$ cat src/shared/irq_encoder_defines.vh
// Constants for the interrupt address encoder
// Notes on behaviour
// - Interrupt at T5 when flag and enable
// - Service address equals requester select code
// - Address on transfer bus only phase4 T7
// - Address bits 5:4 encode active group
// - Address bits 3:0 encode active request line
// - Run output is inverted run flop two
// - Capture address into register at phase4 T7
// - Read register on group B, code 04, strobe
// - Select code split into one-hot octal digits
`ifndef IRQ_ENCODER_DEFINES_VH
`define IRQ_ENCODER_DEFINES_VH
`define ADDR_W        6
`define GROUP_N       4
`define REQ_N         16
`define DIGIT_N       8
`define DIGIT_LO      2:0
`define DIGIT_HI      5:3
`define ADDR_GROUP    5:4
`define ADDR_INDEX    3:0
`define GROUP_CODE_W  2
`define INDEX_W       4
`define LAST_SRC_MSD  3'h0
`define LAST_SRC_LSD  3'h4
`define LAST_SRC_OFS  6'h04
`define LAST_SRC_RST  6'h00
`endif

$ cat src/hdl/onehot_encoder.v
// One-hot to binary encoder
`timescale 1ns/1ns
`default_nettype none
module onehot_encoder #(
	parameter N = 16,
	parameter W = 4
) (
	input  wire [N-1:0] onehot,
	output reg  [W-1:0] code
);
	integer i;
	always @* begin
		code = {W{1'b0}};
		for (i = 0; i < N; i = i + 1) begin
			if (onehot[i]) begin
				code = code | i[W-1:0];
			end
		end
	end
endmodule
`default_nettype wire

$ cat src/hdl/interrupt_address_encoder.v
// Interrupt request encoder, last-source register and run line
`timescale 1ns/1ns
`default_nettype none
`include "irq_encoder_defines.vh"
module interrupt_address_encoder #(
	parameter ADDR_W  = `ADDR_W,
	parameter GROUP_N = `GROUP_N,
	parameter REQ_N   = `REQ_N,
	parameter DIGIT_N = `DIGIT_N
) (
	input  wire               clock,
	input  wire               srst,
	input  wire [GROUP_N-1:0] group_request_flag,
	input  wire [REQ_N-1:0]   request_line,
	input  wire               service_request_enable,
	input  wire               t5_strobe,
	input  wire               phase4_t7_strobe,
	input  wire               run_flop_two_low,
	input  wire [ADDR_W-1:0]  select_code,
	input  wire               io_address_enable,
	input  wire               io_group_b,
	input  wire               io_input_strobe,
	output reg                interrupt_q,
	output reg  [ADDR_W-1:0]  transfer_bus_q,
	output reg  [DIGIT_N-1:0] select_high_digit,
	output reg  [DIGIT_N-1:0] select_low_digit,
	output reg  [ADDR_W-1:0]  processor_input_bus_q,
	output reg                run_q
);

	// Next values of the registered outputs
	reg                      interrupt_d;
	reg  [ADDR_W-1:0]        transfer_bus_d;
	reg  [ADDR_W-1:0]        processor_input_bus_d;
	reg                      run_d;

	// Last interrupting source and its next value
	reg  [ADDR_W-1:0]        last_source_q;
	reg  [ADDR_W-1:0]        last_source_d;

	// Encoder results and qualifiers
	wire [`GROUP_CODE_W-1:0] group_code;
	wire [`INDEX_W-1:0]      index_code;
	wire [ADDR_W-1:0]        service_addr;
	wire                     any_group_flag;
	wire                     read_last_source;

	// Group number from the four group flags
	onehot_encoder #(
		.N (GROUP_N),
		.W (`GROUP_CODE_W)
	) u_group (
		.onehot (group_request_flag),
		.code   (group_code)
	);

	// Position of the requester within its group
	onehot_encoder #(
		.N (REQ_N),
		.W (`INDEX_W)
	) u_index (
		.onehot (request_line),
		.code   (index_code)
	);

	// Select code of the single requester
	// Two requesters at once would merge their codes
	assign service_addr = {group_code, index_code};

	// Any group asking for service
	assign any_group_flag = |group_request_flag;

	// High octal digit, off while addresses are disabled
	always @* begin
		select_high_digit = {DIGIT_N{1'b0}};
		if (io_address_enable) begin
			case (select_code[`DIGIT_HI])
				3'h0: select_high_digit[0] = 1'b1;
				3'h1: select_high_digit[1] = 1'b1;
				3'h2: select_high_digit[2] = 1'b1;
				3'h3: select_high_digit[3] = 1'b1;
				3'h4: select_high_digit[4] = 1'b1;
				3'h5: select_high_digit[5] = 1'b1;
				3'h6: select_high_digit[6] = 1'b1;
				default: select_high_digit[7] = 1'b1;
			endcase
		end
	end

	// Low octal digit, off while addresses are disabled
	always @* begin
		select_low_digit = {DIGIT_N{1'b0}};
		if (io_address_enable) begin
			case (select_code[`DIGIT_LO])
				3'h0: select_low_digit[0] = 1'b1;
				3'h1: select_low_digit[1] = 1'b1;
				3'h2: select_low_digit[2] = 1'b1;
				3'h3: select_low_digit[3] = 1'b1;
				3'h4: select_low_digit[4] = 1'b1;
				3'h5: select_low_digit[5] = 1'b1;
				3'h6: select_low_digit[6] = 1'b1;
				default: select_low_digit[7] = 1'b1;
			endcase
		end
	end

	// Register read needs group B, both digits and the strobe
	assign read_last_source = io_group_b
		&& io_input_strobe
		&& select_high_digit[`LAST_SRC_MSD]
		&& select_low_digit[`LAST_SRC_LSD];

	// Interrupt only changes in the T5 slot
	always @* begin
		interrupt_d = interrupt_q;
		if (t5_strobe) begin
			interrupt_d = any_group_flag && service_request_enable;
		end
	end

	// Service address shown for one cycle after phase 4 T7
	always @* begin
		transfer_bus_d = {ADDR_W{1'b0}};
		if (phase4_t7_strobe) begin
			transfer_bus_d = service_addr;
		end
	end

	// Last source is overwritten on every interrupt phase
	always @* begin
		last_source_d = last_source_q;
		if (phase4_t7_strobe) begin
			last_source_d = service_addr;
		end
	end

	// Input bus stays zero unless the register is read
	always @* begin
		processor_input_bus_d = {ADDR_W{1'b0}};
		if (read_last_source) begin
			processor_input_bus_d = last_source_q;
		end
	end

	// Run line is the inverse of the halted level
	always @* begin
		run_d = ~run_flop_two_low;
	end

	// Interrupt request flop
	always @(posedge clock) begin
		if (srst) begin
			interrupt_q <= 1'b0;
		end else begin
			interrupt_q <= interrupt_d;
		end
	end

	// Transfer bus driver
	always @(posedge clock) begin
		if (srst) begin
			transfer_bus_q <= {ADDR_W{1'b0}};
		end else begin
			transfer_bus_q <= transfer_bus_d;
		end
	end

	// Last interrupting source register
	always @(posedge clock) begin
		if (srst) begin
			last_source_q <= `LAST_SRC_RST;
		end else begin
			last_source_q <= last_source_d;
		end
	end

	// Contribution to the processor input bus
	always @(posedge clock) begin
		if (srst) begin
			processor_input_bus_q <= {ADDR_W{1'b0}};
		end else begin
			processor_input_bus_q <= processor_input_bus_d;
		end
	end

	// Run line to the interface slots
	always @(posedge clock) begin
		if (srst) begin
			run_q <= 1'b0;
		end else begin
			run_q <= run_d;
		end
	end

endmodule
`default_nettype wire

$ cat config.mk
export PLATFORM = sky130hd
export DESIGN_NAME = interrupt_address_encoder
export DESIGN_NICKNAME = d
export VERILOG_FILES = /design/src/hdl/onehot_encoder.v /design/src/hdl/interrupt_address_encoder.v
export VERILOG_INCLUDE_DIRS = /design/src /design/src/shared
export SDC_FILE = /design/constraint.sdc
export NUM_CORES = 1
export LEC_CHECK = 0
export ABC_AREA = 1
export ABC_CLOCK_PERIOD_IN_PS = 1690
export BUFFER_PORTS_ARGS = -buffer_cell sky130_fd_sc_hd__buf_2
export CAP_MARGIN = 30
export CORE_ASPECT_RATIO = 0.6
export CORE_MARGIN = 2
export CORE_UTILIZATION = 31
export DETAILED_ROUTE_END_ITERATION = 10
export PLACE_DENSITY = 0.7
export SLEW_MARGIN = 20
export SYNTH_ARGS = -nofsm -noshare
export SYNTH_HDL_FRONTEND = slang
export SYNTH_SLANG_ARGS = --single-unit
export TNS_END_PERCENT = 100
$ cat constraint.sdc
create_clock -name clock -period 1.69 [get_ports clock]
set_input_delay 0.2535 -clock clock [delete_from_list [all_inputs] [get_ports clock]]
set_output_delay 0.2535 -clock clock [all_outputs]
set_load 0.01 [all_outputs]
**After elaboration in Yosys (flattened, before gate mapping)**

Cells that the tools add are included.

- Equality and inequality tests: 12
- Muxes and demuxes: 36
- Bitwise logic cells: 3
- Reductions and logical operators: 11

Operator list:

| cell | number |
|---|---|
| $mux W4 | 8 |
| $eq A3 B3 Y1 const B | 6 |
| $mux W1 | 18 |
| $mux W8 | 2 |
| $reduce_or A7 Y1 | 2 |
| $eq A3 B2 Y1 const B | 4 |
| $mux W3 | 4 |
| $mux W2 | 4 |
| $eq A3 B1 Y1 const B | 2 |
| $logic_not A3 Y1 | 2 |
| $logic_and A1 B1 Y1 | 4 |
| $reduce_or A2 Y1 | 2 |
| $reduce_or A4 Y1 | 1 |
| $not A1 Y1 | 3 |

- Register bits after elaboration: 20
- Bits of input ports: 35
- Output and inout port bits: 30
- Logic and storage cells: 67

**Logic depth before layout (Yosys ltp)**

- Depth in word-level cells: 15
- Mapped depth: 5
- Mapped depth without buffers: 5

**Cells and area by module**

From an unflattened synthesis, not the netlist that was laid out.

- Cells, all modules: 147
- Area, all modules: 934.6 µm²

By module, submodules not included:

| module | times used | cells each | area an instance (µm²) | seq. area each (µm²) |
|---|---|---|---|---|
| interrupt_address_encoder | 1 | 105 | 772.0 | 400.4 |
| onehot_encoder at u_index | 1 | 37 | 143.9 | 0.0 |
| onehot_encoder at u_group | 1 | 5 | 18.8 | 0.0 |

**Least setup slack after synthesis**

OpenSTA, ideal clock, no wires.

- Path kind: input-to-output
- Start: input port select_code[5]
- End: output port select_high_digit[2]
- Data arrival time: 593 ps
- Data required time: 1436 ps
- Setup slack: 844 ps
- Stages: 3
- Path buffers: 0
- Path through: inv_1 nand2_1 nor2_1

- Word-level cells in the longest chain between the ends: 3

RTL lines:

| element | RTL line | source |
|---|---|---|
| start: declaration | interrupt_address_encoder.v:19 | `input wire [ADDR_W-1:0] select_code,` |
| $eq A3 B2 Y1 | interrupt_address_encoder.v:77 | `` case (select_code[`DIGIT_HI]) `` |
| $mux W1 | interrupt_address_encoder.v:77 |  |
| $mux W8 | interrupt_address_encoder.v:76 | `if (io_address_enable) begin` |
| end: declaration | interrupt_address_encoder.v:25 | `output reg [DIGIT_N-1:0] select_high_digit,` |

Every way passes these cells.

**Worst setup path in the final report**

- Start: input port select_code[5]
- End: output port select_high_digit[0]

- Word-level cells in the longest chain between the ends: 3

RTL lines:

| element | RTL line |
|---|---|
| $logic_not A3 Y1 | interrupt_address_encoder.v:77 |
| $mux W1 | interrupt_address_encoder.v:77 |
| $mux W8 | interrupt_address_encoder.v:76 |

Every way passes these cells.

==> impl_metrics.ini <==
[clock_tree]
cts_hold_buf = 0
clock_path_buffers = 2
cts.sinks = 20
cts.clk_slew.worst_paths_ns = 0.07
cts_setup_buffers = 0
clkLatencyLatePin_ns = 0.25
cts_resized = 0
clock-root-buffer = clkbuf_8
cts_tree = yes
htree_levels = 1
cts_buffers = 3

[global_routing]
antenna_found_initial = 0
first_global_vias = 781
grt_overflow_total = 0
grt_use_total_pct = 12.9
grt_max_degree = 12
grt_pass1_wl_microns = 3280

[worst_setup_path]
start_kind = primary input
reg2reg_depth = 2
crit_type = primary input to output pin
r2r-end = interrupt_q
cp_max_fo = 4
r2r_start = interrupt_q
crit_arrival_ns = 0.82
r2r_slack_ns = 1.07
end_kind = output pin
cp.required_ns = 1.44

[synth]
synth_warnings = 0
ys_ff_latch = 20
netlist_area_sq_um = 845
syn_inst = 122
yosysSeqAreaShare_pct = 47.4
netlist-cell-type-count = 12
syn_avg_cell_area_sq_um = 6.92
syn_nets = 157

[power]
switching_share_pct = 23.5
p_per_area_mw_per_mm2 = 794
p_leak_uw = 0.000727
seq_power_share_pct = 50.2
internal_power_uw = 763
p_total_uw = 996
power_frac_clock_pct = 35.3
p_switching_uw = 234
combPwrFrac_pct = 14.6
peakVddDrop_v = 0.000374

[route]
totalWireLength_microns = 1860
drt_iter0_drc = 30
ant_nets = 0
drt-pass1-iter-count = 4
avgViaCountPerCell = 4.03
wire_per_inst_microns = 8.42
route.detailed.drc = 0
num_vias = 891

[placement]
port_buffers = 63
hpwl_microns = 1650
finalWeightedCongestion = 0.714

[hold_path]
holdPathEnd = run_q
whs_path_depth = 2
hold_start = run_flop_two_low
hold_class = primary input to flop

[die]
core_sq_mm = 0.00254
dieHeight_microns = 44.4
rows = 14
io_pins = 65
die-area_sq_mm = 0.00317
fp.dieW_microns = 71.4
start_util_pct = 33.3

[timing]
finalHoldViolCount = 0
worst_pin_slew_ns = 0.325
fin_worst_skew_ns = 0.00272
setup_tns_ns = 0
post-route-period-util_pct = 63.6
fmax_ghz = 0.931
slew_violations = 0
period_needed_ns = 1.07
setup_viol = 0
rsz0062_at_grt = no
timing.slew.headroom_pct = 78.2

[status]
status = complete, no violations

[finish]
drive_gt1_share_pct = 42.3
final_nets = 225
n_antenna_cell = 0
area_delta_synth_final_pct = 48.6

[job]
cap_violations = 0
[state kept, by name (all words and copies together) (netlist names)]
| register | count |
|---|---|
| transfer_bus_q | 6 |
| last_source_q | 6 |
| interrupt_q | 1 |
| run_q | 1 |
| processor_input_bus_q | 6 |
[routing by layer]
metal  GRT usage (%)  vias up  wire (microns)
met5               0        -               0
met4            1.13        0               0
met3            4.56        0             205
met2            20.0       43             714
met1            18.3      355             940
li1                -      493               -
[synth_stat cells]
cell,count,share of area [%]
nor2_1,33,15
inv_2,2,0.89
nand3_4,1,2.1
inv_1,19,8.4
o22ai_1,2,1.5
nor2_2,7,5.2
nand2_1,29,13
nor2_4,2,2.7
nand2_2,1,0.74
dfxtp_1,20,47
a21oi_1,1,0.59
o21ai_0,5,3.0
[cells by family after synthesis]
| kind of cell | share of synthesized area, % |
|---|---|
| buffers and inverters | 9.33 |
| DFF | 47.4 |
| AOI/OAI and AO/OA | 5.04 |
| and+or+nand+nor | 38.2 |
[layout by cell type (no fill, tap or decap)]
master | netlist | layout
nand3_4 | 1 | 1
o21ai_0 | 5 | 5
nand2_1 | 29 | 29
clkbuf_8 | 0 | 4
a21oi_1 | 1 | 1
dfxtp_1 | 20 | 20
nand2_2 | 1 | 1
buf_2 | 0 | 63
nor2_1 | 33 | 33
nor2_4 | 2 | 2
inv_1 | 19 | 19
o22ai_1 | 2 | 2
inv_2 | 2 | 2
nor2_2 | 7 | 7
[power by group through the flow]
stage	registers, uW	logic, uW	clock network [uW]
6_report	500	145	351
2_1_floorplan	515	67.0	0
3_3_place_gp	510	146	0
5_1_grt	502	168	384
3_5_place_dp	511	147	0
4_1_cts	500	147	359
[area by class of cell]
class                      instances  area (sq um)
inverter                          21          78.8
fill                             270          1280
timing repair buffer              63           315
sequential                        20           400
clock buffer                       4          55.1
multi-input combinational         81           365
tap                               32          40.0
[critical path, cell delays in order]
cell and delay, ns:
buf_2 0.10, inv_1 0.04, nand2_1 0.12, nor2_4 0.16, buf_2 0.14
[how the worst max path moves through the flow]
stage / endpoint / from / cells after the start / slack (ns)
floorplan: select_high_digit[2] / select_code[5] / 3 / 0.84
global placement: select_high_digit[0] / select_code[5] / 5 / 0.60
detailed placement: select_high_digit[0] / select_code[5] / 5 / 0.61
CTS: select_high_digit[0] / select_code[5] / 5 / 0.60
global route: select_high_digit[0] / select_code[5] / 5 / 0.53
finish: select_high_digit[0] / select_code[5] / 5 / 0.62
[stage by stage]
step	setup slack (ns)	instances	instance area [sq um]	util [%]	hold slack [ns]
after floorplan	0.844	122	845	-	0.320
after global placement	0.604	217	1200	47.2	0.412
after detailed placement	0.609	217	1200	47.2	0.407
after CTS	0.603	221	1250	49.4	0.137
after global routing	0.525	221	1250	49.4	0.136
final	0.615	221	1250	49.4	0.143
Note: power is estimated with default switching activity, not from simulation.
